[src/hw/rcod_defines.svh]
// Notes on behaviour
// - Sleep-run bit keeps output toggling in Sleep
// - Source bit: 1 crystal, 0 system clock
// - Divide field gives ratio two to field, except field zero on system clock divides by two
// - Bit 14 and low byte read zero
// - Output goes to the pin-select fabric
`ifndef RCOD_DEFINES_SVH
`define RCOD_DEFINES_SVH

`define RCOD_CTRL_OFFS    4'h0
`define RCOD_CTRL_RESET   16'h0000
`define RCOD_CTRL_WMASK   16'hBF00
`define RCOD_BIT_ENABLE   15
`define RCOD_BIT_SLEEPRUN 13
`define RCOD_BIT_SOURCE   12
`define RCOD_DIV_MSB      11
`define RCOD_DIV_LSB      8
`define RCOD_DIV_W        4
`define RCOD_CNT_W        15

`endif

[src/hw/rcod_pkg.sv]
`include "rcod_defines.svh"

package rcod_pkg;

	typedef enum logic [1:0] {
		RCOD_BUS_IDLE = 2'b01,
		RCOD_BUS_ACK  = 2'b10
	} rcod_bus_e;

	typedef logic [`RCOD_DIV_W-1:0] rcod_div_t;
	typedef logic [`RCOD_CNT_W-1:0] rcod_cnt_t;

	typedef struct packed {
		rcod_cnt_t count;
		logic      clkOut;
	} rcod_div_s;

	typedef struct packed {
		rcod_bus_e   busState;
		logic        waitReq;
		logic [31:0] readData;
		logic [15:0] ctrl;
		rcod_div_t   activeDiv;
		logic        xtalS1;
		logic        xtalS2;
		logic        xtalS3;
		logic        xtalLvl;
		logic        xtalTick;
		logic        active;
	} rcod_top_s;

endpackage

[src/hw/rcod_divider.sv]
module rcod_divider #(
	parameter int DIV_W = 4,
	parameter int CNT_W = 15
) (
	// Clock and reset
	input  wire logic             mclk,
	input  wire logic             rstn,
	// Control
	input  wire logic             run,
	input  wire logic             tick,
	input  wire logic [DIV_W-1:0] divSel,
	input  wire logic             bypass,
	input  wire logic             bypassLvl,
	// Divided clock
	output      logic             clkOut
);
	import rcod_pkg::*;

	// Refuse widths the counter cannot serve
	if (DIV_W < 1 || CNT_W < (1 << DIV_W) - 2 || CNT_W > 31) begin : g_bad_width
		$error("rcod_divider: counter too narrow for divide field");
	end

	rcod_div_s st_ff;
	rcod_div_s nxt_st;
	logic [CNT_W-1:0] limit;

	always_comb begin
		nxt_st = st_ff;
		// Half period two to field minus one
		if (divSel == '0) begin
			limit = '0;
		end else begin
			limit = CNT_W'((CNT_W'(1) << (divSel - DIV_W'(1))) - CNT_W'(1));
		end
		if (!run) begin
			nxt_st.count  = '0;
			nxt_st.clkOut = 1'b0;
		end else if (bypass) begin
			nxt_st.count  = '0;
			nxt_st.clkOut = bypassLvl;
		end else if (tick) begin
			if (st_ff.count >= limit) begin
				nxt_st.count  = '0;
				nxt_st.clkOut = ~st_ff.clkOut;
			end else begin
				nxt_st.count = st_ff.count + CNT_W'(1);
			end
		end
	end

	always_ff @(posedge mclk or negedge rstn) begin
		if (!rstn) begin
			st_ff <= '0;
		end else begin
			st_ff <= nxt_st;
		end
	end

	assign clkOut = st_ff.clkOut;
endmodule

[src/hw/rcod_top.sv]
`include "rcod_defines.svh"

module rcod_top (
	// Clock and reset
	input  wire logic        mclk,
	input  wire logic        rstn,
	// Avalon-MM slave
	input  wire logic [3:0]  address,
	input  wire logic        read,
	input  wire logic        write,
	input  wire logic [31:0] writedata,
	input  wire logic [3:0]  byteenable,
	output      logic [31:0] readdata,
	output      logic        waitrequest,
	// System status and crystal pin
	input  wire logic        sleepMode,
	input  wire logic        xtalPin,
	// Peripheral output function to pin-select fabric
	output      logic        refclkOut,
	output      logic        refclkActive
);
	import rcod_pkg::*;

	rcod_top_s st_ff;
	rcod_top_s nxt_st;
	logic      ctrlHit;
	logic      useXtal;
	logic      runNow;
	logic      srcTick;
	logic      divOut;

	always_comb begin
		nxt_st  = st_ff;
		ctrlHit = (address == `RCOD_CTRL_OFFS);
		useXtal = st_ff.ctrl[`RCOD_BIT_SOURCE];
		// Crystal pin synchroniser and agreement filter
		nxt_st.xtalS1 = xtalPin;
		nxt_st.xtalS2 = st_ff.xtalS1;
		nxt_st.xtalS3 = st_ff.xtalS2;
		if (st_ff.xtalS2 == st_ff.xtalS3) begin
			nxt_st.xtalLvl = st_ff.xtalS3;
		end
		nxt_st.xtalTick = nxt_st.xtalLvl & ~st_ff.xtalLvl;
		// Sleep gates output unless sleep-run set
		runNow = st_ff.ctrl[`RCOD_BIT_ENABLE]
			& (~sleepMode | st_ff.ctrl[`RCOD_BIT_SLEEPRUN]);
		nxt_st.active = runNow;
		// Ratio taken only while output disabled
		if (!st_ff.ctrl[`RCOD_BIT_ENABLE]) begin
			nxt_st.activeDiv = st_ff.ctrl[`RCOD_DIV_MSB:`RCOD_DIV_LSB];
		end
		// Bus slave: one wait cycle then acknowledge
		case (st_ff.busState)
			RCOD_BUS_IDLE: begin
				nxt_st.waitReq = 1'b1;
				if (read || write) begin
					nxt_st.busState = RCOD_BUS_ACK;
					nxt_st.waitReq  = 1'b0;
					nxt_st.readData = ctrlHit ? {16'h0000, st_ff.ctrl & `RCOD_CTRL_WMASK}
						: 32'h0000_0000;
				end
			end
			RCOD_BUS_ACK: begin
				nxt_st.busState = RCOD_BUS_IDLE;
				nxt_st.waitReq  = 1'b1;
				if (write && ctrlHit && byteenable[1]) begin
					nxt_st.ctrl = writedata[15:0] & `RCOD_CTRL_WMASK;
				end
			end
			default: begin
				nxt_st.busState = RCOD_BUS_IDLE;
				nxt_st.waitReq  = 1'b1;
			end
		endcase
	end

	// Source select: crystal ticks or every cycle
	assign srcTick = useXtal ? st_ff.xtalTick : 1'b1;

	rcod_divider #(
		.DIV_W (`RCOD_DIV_W),
		.CNT_W (`RCOD_CNT_W)
	) u_div (
		.mclk      (mclk),
		.rstn      (rstn),
		.run       (st_ff.active),
		.tick      (srcTick),
		.divSel    (st_ff.activeDiv),
		.bypass    (useXtal && st_ff.activeDiv == '0),
		.bypassLvl (st_ff.xtalLvl),
		.clkOut    (divOut)
	);

	always_ff @(posedge mclk or negedge rstn) begin
		if (!rstn) begin
			st_ff          <= '0;
			st_ff.busState <= RCOD_BUS_IDLE;
			st_ff.waitReq  <= 1'b1;
			st_ff.ctrl     <= `RCOD_CTRL_RESET;
		end else begin
			st_ff <= nxt_st;
		end
	end

	assign readdata     = st_ff.readData;
	assign waitrequest  = st_ff.waitReq;
	// Output and its drive request to pin-select
	assign refclkOut    = divOut;
	assign refclkActive = st_ff.active;
endmodule

[config.mk]
export PLATFORM = sky130hd
export DESIGN_NAME = rcod_top
export DESIGN_NICKNAME = d
export VERILOG_FILES = /design/src/hw/rcod_pkg.sv /design/src/hw/rcod_divider.sv /design/src/hw/rcod_top.sv
export VERILOG_INCLUDE_DIRS = /design/src /design/src/hw
export SDC_FILE = /design/constraint.sdc
export NUM_CORES = 1
export LEC_CHECK = 0
export ABC_AREA = 0
export BUFFER_PORTS_ARGS = -buffer_cell sky130_fd_sc_hd__buf_2
export CELL_PAD_IN_SITES_DETAIL_PLACEMENT = 1
export CELL_PAD_IN_SITES_GLOBAL_PLACEMENT = 1
export CORE_MARGIN = 2
export CORE_UTILIZATION = 42
export CTS_BUF_LIST = sky130_fd_sc_hd__clkbuf_16
export CTS_CLUSTER_SIZE = 8
export DETAILED_ROUTE_END_ITERATION = 6
export HOLD_SLACK_MARGIN = 0.02
export PLACE_DENSITY = 0.94
export REMOVE_ABC_BUFFERS = 1
export SYNTH_ARGS = -nofsm -noshare
export SYNTH_HDL_FRONTEND = slang
export SYNTH_SLANG_ARGS = --single-unit
[constraint.sdc]
create_clock -name mclk -period 9.4 [get_ports mclk]
set_input_delay 0.47 -clock mclk [delete_from_list [all_inputs] [get_ports mclk]]
set_output_delay 0.47 -clock mclk [all_outputs]
set_load 0.01 [all_outputs]
Word-level counts from Yosys, hierarchy flattened
Cells that the tools add are included.
- equal/unequal tests: 6
- add/sub/neg operators: 3
- shift-type cells: 1
- muxes and demuxes: 11
- order comparisons: 1
- reductions and logical operators: 9
- bitwise operators: 6
- operators with widths (operator ; count):
    $mux 16 ; 4
    $mux 35 ; 1
    $mux 15 ; 2
    $add 15x1->15 const B ; 1
    $ge 15x15->1 ; 1
    $shl 1x4->15 const A ; 1
    $sub 15x2->15 const B ; 1
    $logic_not 4->1 ; 2
    $ne 3x1->1 const B ; 2
    $reduce_and 2->1 ; 3
    $sub 4x1->4 const B ; 1
    $logic_and 1x1->1 ; 3
    $mux 1 ; 3
    $mux 3 ; 1
    $not 1->1 ; 3
    $and 1x1->1 ; 2
    $eq 2x1->1 const B ; 1
    $eq 2x2->1 const B ; 1
    $ne 2x2->1 const B ; 1
    $eq 1x1->1 ; 1
    $logic_or 1x1->1 ; 1
    $or 1x1->1 ; 1
- input bits: 46
- register bits after elaboration: 68
- output and inout bits: 35
- logic and storage cells: 50

Depth between registers and ports, before layout
- depth after elaboration: 9
- gate-level depth with buffers: 17
- mapped depth without buffers: 15

Cells and area by module
A second synthesis with hierarchy kept.
- cell total of the unflattened synthesis: 274
- area, all modules: 2665.1 µm²
- modules (own cells, without submodules) (module ; times used ; sequential area each (µm²) ; area an instance (µm²) ; cells each):
    rcod_divider ; 1 ; 400.4 ; 1422.6 ; 177
    rcod_top ; 1 ; 678.2 ; 1242.4 ; 97

Least setup slack after synthesis
No wires, ideal clock.
- path type: register to register
- from: register st_ff[6] (netlist name)
- to: register u_div.st_ff[8] (netlist name)
- data required time: 9.329 ns
- clock period less this slack: 3.238 ns
- setup time: 0.071 ns
- arrival: 3.167 ns
- path buffers: 2
- stages on the path, launching flop included: 16
- path slack: 6.162 ns
- cells stage by stage: dfrtp_1 -> clkbuf_1 -> nor2b_1 -> nand2_1 -> ha_1 -> nor2b_1 -> a32oi_1 -> o22a_1 -> ha_1 -> a21o_1 -> a221o_1 -> nand2_1 -> o2111ai_2 -> and2b_1 -> buf_2 -> nor2_1
- cells in the longest elaborated chain, start to end: 9
- elaborated cells between the ends (all ways): 12
- those cells by class: 2 x add/sub; 1 x order compare; 1 x eq/ne; 1 x shift; 5 x mux; 2 x reduce/logical
- ends and longest elaborated chain (item ; line ; text):
    start: declaration ; rcod_top.sv:24 ; rcod_top_s st_ff;
    start signal: assignment ; rcod_top.sv:101 ; st_ff <= nxt_st;
    $sub 4x1->4 ; rcod_divider.sv:34 ; limit = CNT_W'((CNT_W'(1) << (divSel - DIV_W'(1))) - CNT_W'(1));
    $shl 1x4->15 ; rcod_divider.sv:34 ;
    $sub 15x2->15 ; rcod_divider.sv:34 ;
    $mux 15 ; rcod_divider.sv:31 ; if (divSel == '0) begin
    $ge 15x15->1 ; rcod_divider.sv:43 ; if (st_ff.count >= limit) begin
    $mux 15 ; rcod_divider.sv:43 ;
    $mux 16 ; rcod_divider.sv:42 ; end else if (tick) begin
    $mux 16 ; rcod_divider.sv:39 ; end else if (bypass) begin
    $mux 16 ; rcod_divider.sv:36 ; if (!run) begin
    end signal: assignment ; rcod_divider.sv:56 ; st_ff <= nxt_st;
    end: declaration ; rcod_divider.sv:24 ; rcod_div_s st_ff;
Several ways; a longest one is shown, not always the timed one. The select of a mux whose other input is x is not followed.
A chain may end at the register's enable or synchronous reset.

Worst setup path in the final report
- from: register st_ff[9] (netlist name)
- to: register u_div.st_ff[10] (netlist name)
The elaborated chain is that of the path after synthesis.

==> impl.org <==
** Status
- The flow ran to the end, and the final reports show no timing, DRC or antenna violations.

** Placement
- Once detailed placement completed, the half-perimeter wirelength came to 4.74 mm.
- At the end of routability-driven placement, the weighted congestion stood at 0.792.
- In this run the tool buffered the top-level ports with 27 buffer cells.
- Count of placed standard cells including taps :: 368

** Synthesis
- Yosys synthesis warning count :: 0
- Most common cell in the netlist :: sky130_fd_sc_hd__dfrtp_1
- Gate Count Post-Synth :: 281
- Library cell occupying the most area in the post-synthesis netlist :: sky130_fd_sc_hd__dfrtp_1
- In this run the biggest area consumer among cell types represents 37.5% of the synthesized area.
- Synthesis instantiated 50 different standard cells from the library.
- Counting flops with an async set or reset pin after synthesis yields a share of 100%.
- Ranked by instance count, the synthesized netlist is headed by sky130_fd_sc_hd__dfrtp_1 (41), sky130_fd_sc_hd__buf_4 (33), sky130_fd_sc_hd__nand2_1 (30), sky130_fd_sc_hd__o21ai_0 (21), sky130_fd_sc_hd__ha_1 (17).
- A synthesized cell averages 9.74 µm².
- In this run, synthesis inferred 0 flip-flops with an integrated enable.
- The most used flip-flop cell after synthesis is sky130_fd_sc_hd__dfrtp_1.
- By area the synthesized netlist is led by sky130_fd_sc_hd__dfrtp_1 (37%), sky130_fd_sc_hd__buf_4 (9.1%), sky130_fd_sc_hd__ha_1 (7.8%), sky130_fd_sc_hd__nand2_1 (4.1%), sky130_fd_sc_hd__o21ai_0 (3.8%).
- Total of flip-flops plus latches after synthesis :: 43
- Sequential element share of the synthesized area :: 39.4%
- Post-synthesis instance area :: 0.00274 mm²

** Pwr
- In this run, the clock network consumes 35.1% of the power.
- Switching part of the total :: 32.3%
- The worst-case IR drop observed on VDD is 0.113 mV.
- The share of total power dissipated in sequential elements is 40.7%.
- The analysis attributes to cell leakage a power of 1.41 nW.
- Combinational logic burns 24.2% of the power.
- Power Internal :: 0.000384 W
- The analysis attributes to net switching a power of 0.000183 W.
- In this run the power density over the cells is 192 mW/mm².

** Drt
- For this run, the detailed router's first-pass iteration total came to 4.
- After detailed routing, the number of vias per cell comes to 5.60.
- DRT Wirelength :: 6.69 mm
- Per-cell routed wire length :: 17.8 µm
- After detailed routing, the number of remaining DRC violations is 0.
- Number of nets with antenna violations after routing :: 0
- In this run, the number of DRC markers left after iteration 0 of detailed routing was 126.
- Detailed routing inserted a total of 2,105 vias.

** Clock network
- Buffers inserted to repair hold after CTS numbered 0.
- Counting the buffers created by CTS gives 5.
- # clock sinks :: 43
- Resized cells post-CTS :: 0
- Buffer levels on the longest clock path :: 2
- For the worst-skew pair, the clock arrives at the later sink with an insertion delay of 280 ps.
- TritonCTS clock tree :: yes
- The root buffer cell chosen for the clock tree is sky130_fd_sc_hd__clkbuf_16.
- Buffers added to address setup during post-CTS repair amount to 0.
- The H-tree was split into 2 levels.
- Clock-pin slew was measured on the worst setup and hold paths at 60 ps.

** Global routing
- Largest net degree at the start of global routing :: 44
- All-Layer GR Usage :: 19.5%
- The initial antenna violation count came to 0.
- Wire length of the first global-routing pass :: 11.0 mm
- The total overflow left after global routing is 0.
- Via count of the first global-routing pass :: 2,178

** Timing
- At the pin with the least slew margin, the transition time is 948 ps.
- Setup repair after global routing missed its margin :: no
- Dividing the final minimum period by the clock period gives 42.9%.
- The number of hold violations in the final report was 0.
- Final-report max-slew violation count :: 0
- Maximum frequency from static timing analysis :: 248 MHz
- Sum Neg Setup Slack :: 0 ps
- Setup violations remaining at the end of the flow were counted as 0.
- Min Tclk post-route :: 4030 ps
- The worst pin sits at a relative slew slack of 36.8%.
- Across the routed clock network, the largest skew measured is 4.08 ps.

** Worst setup path
- The critical path goes through nor2_1 -> nand2_1 -> ha_1 -> nor2b_1 -> o21ai_0 -> a21oi_1 -> a31oi_1 -> ha_1 -> and2_0 -> a221o_1 -> nand2_1 -> o2111ai_2 -> and2b_1 -> nor2_1.
- The critical path in this run is classified as flip-flop to flip-flop.
- Data on the critical path arrives at its endpoint at 4250 ps.
- The slowest stage of the critical path belongs to the cell sky130_fd_sc_hd__dfrtp_1.
- Peak fanout along the critical path :: 21
- Critical path's top delay family :: simple AND/OR/NAND/NOR gates
- Crit path largest cell delay :: 830 ps
- Counting both buffers and inverters, the worst setup path holds a total of 0.
- Startpoint kind of the worst setup timing path :: flip-flop
- Data required time of the worst path :: 9610 ps
- Category of the worst setup path capture point :: flip-flop

** Floorplan
- The initial utilization of the core area, before any placement, comes to 43.3%.
- Die X :: 84.7 µm
- The floorplan has 29 rows.
- Number of top-level pins :: 81
- Die footprint :: 0.00718 mm²
- The floorplan step defined a core boundary enclosing 0.00631 mm².
- The die is 84.7 µm tall.

** Job
- Max-cap check violation count :: 0

** Layout
- From synthesis to final layout, the design area changed by 7.86%.
- Layout fillers :: 730
- Diode count :: 0
- Excluding fillers, the count of instances in the completed layout stands at 376.
- At the end of the flow, the number of nets in the layout was 361.
- Fraction of final layout cells sized beyond drive strength 1 :: 19.4%

** Min path
- The min-delay analysis places its worst path in the category primary input to flip-flop.
==> area by class of cell <==
| class | instances | area, µm² | area share [%] |
|---|---|---|---|
| Multi-Input combinational cell | 212 | 1440 | 48.6 |
| Sequential cell | 43 | 1080 | 36.5 |
| Timing Repair Buffer | 28 | 143 | 4.83 |
| Clock buffer | 5 | 125 | 4.24 |
| Tap cell | 77 | 96.3 | 3.26 |
| Clock inverter | 3 | 43.8 | 1.48 |
| Inverter | 8 | 30.0 | 1.02 |
==> through the flow <==
stage	hold slack [ps]	power (W)	cell area (µm²)	utilization, %	setup slack [ps]
floorplan	174	0.000319	2540	-	6130
global placement	337	0.000352	2780	44.1	5610
detailed placement	347	0.000366	2780	44.1	5450
CTS	286	0.000570	2950	46.7	5420
global route	287	0.000594	2950	46.7	5010
finish	289	0.000567	2950	46.7	5370
==> path summary, 6_finish.rpt <==
kind,startpoint,end,slack [ps],cells past startpoint
max in group asynchronous,rstn,st_ff[18],8470,1
worst min register to register,nxt_st[4],nxt_st[3],360,0
min in group asynchronous,rstn,u_div.st_ff[14],330,1
worst min-delay path,xtalPin,nxt_st[4],290,1
worst max-delay path,st_ff[9],u_div.st_ff[10],5370,14
worst max register to register,st_ff[9],u_div.st_ff[10],5370,14
==> cells by family (layout without fill, tap and decap cells) <==
family	after synthesis	after routing	share of synthesized area, %
mux	11	11	4.44
fa+ha+maj	17	17	7.77
buf+inv	50	44	11.4
xor+xnor	8	8	2.56
flops	43	43	39.4
compound gates	62	62	15.5
other cells	1	25	0.137
simple gates	89	89	18.8
==> flip-flops by register name (all words and copies together), names as in the netlist <==
register / flops
nxt_st: 2
readdata: 7
refclkActive: 1
st_ff: 16
u_div.clkOut: 1
u_div.st_ff: 15
waitrequest: 1
==> power by group through the flow <==
stage | registers [W] | logic [W] | clock network (W)
4_1_cts | 0.000230 | 0.000138 | 0.000202
6_report | 0.000231 | 0.000137 | 0.000199
5_1_grt | 0.000233 | 0.000151 | 0.000209
3_3_place_gp | 0.000230 | 0.000122 | 0
2_1_floorplan | 0.000228 | 0.0000909 | 0
3_5_place_dp | 0.000233 | 0.000133 | 0
==> metal layers <==
| layer | vias up | GRT usage [%] | routed length (µm) |
|---|---|---|---|
| li1 | 964 | - | - |
| met1 | 1069 | 23.3 | 2690 |
| met2 | 59 | 35.4 | 3630 |
| met3 | 13 | 3.83 | 243 |
| met4 | 0 | 5.77 | 123 |
| met5 | - | 0 | 0 |
==> cell usage in the layout (no fill, tap or decap), drive strengths merged, types with 2 or more instances in the layout <==
cell and count:
mux2i 2, a22o 7, or2 3, nand4 2
a21oi 13, nand2b 4, o21ai 21, a32oi 2
a22oi 3, ha 17, mux2 9, and2 2
xor2 7, o211ai 2, nor3 2, nor2 15
nand3 9, dfrtp 41, clkinv 2, nor2b 5
clkbuf 5, or3 2, nor4 3, a21o 4
nor3b 3, conb 25, inv 8, dfstp 2
o22a 2, and4 2, nand2 30, or4 2
buf 28
(Power assumes the default switching activity.)
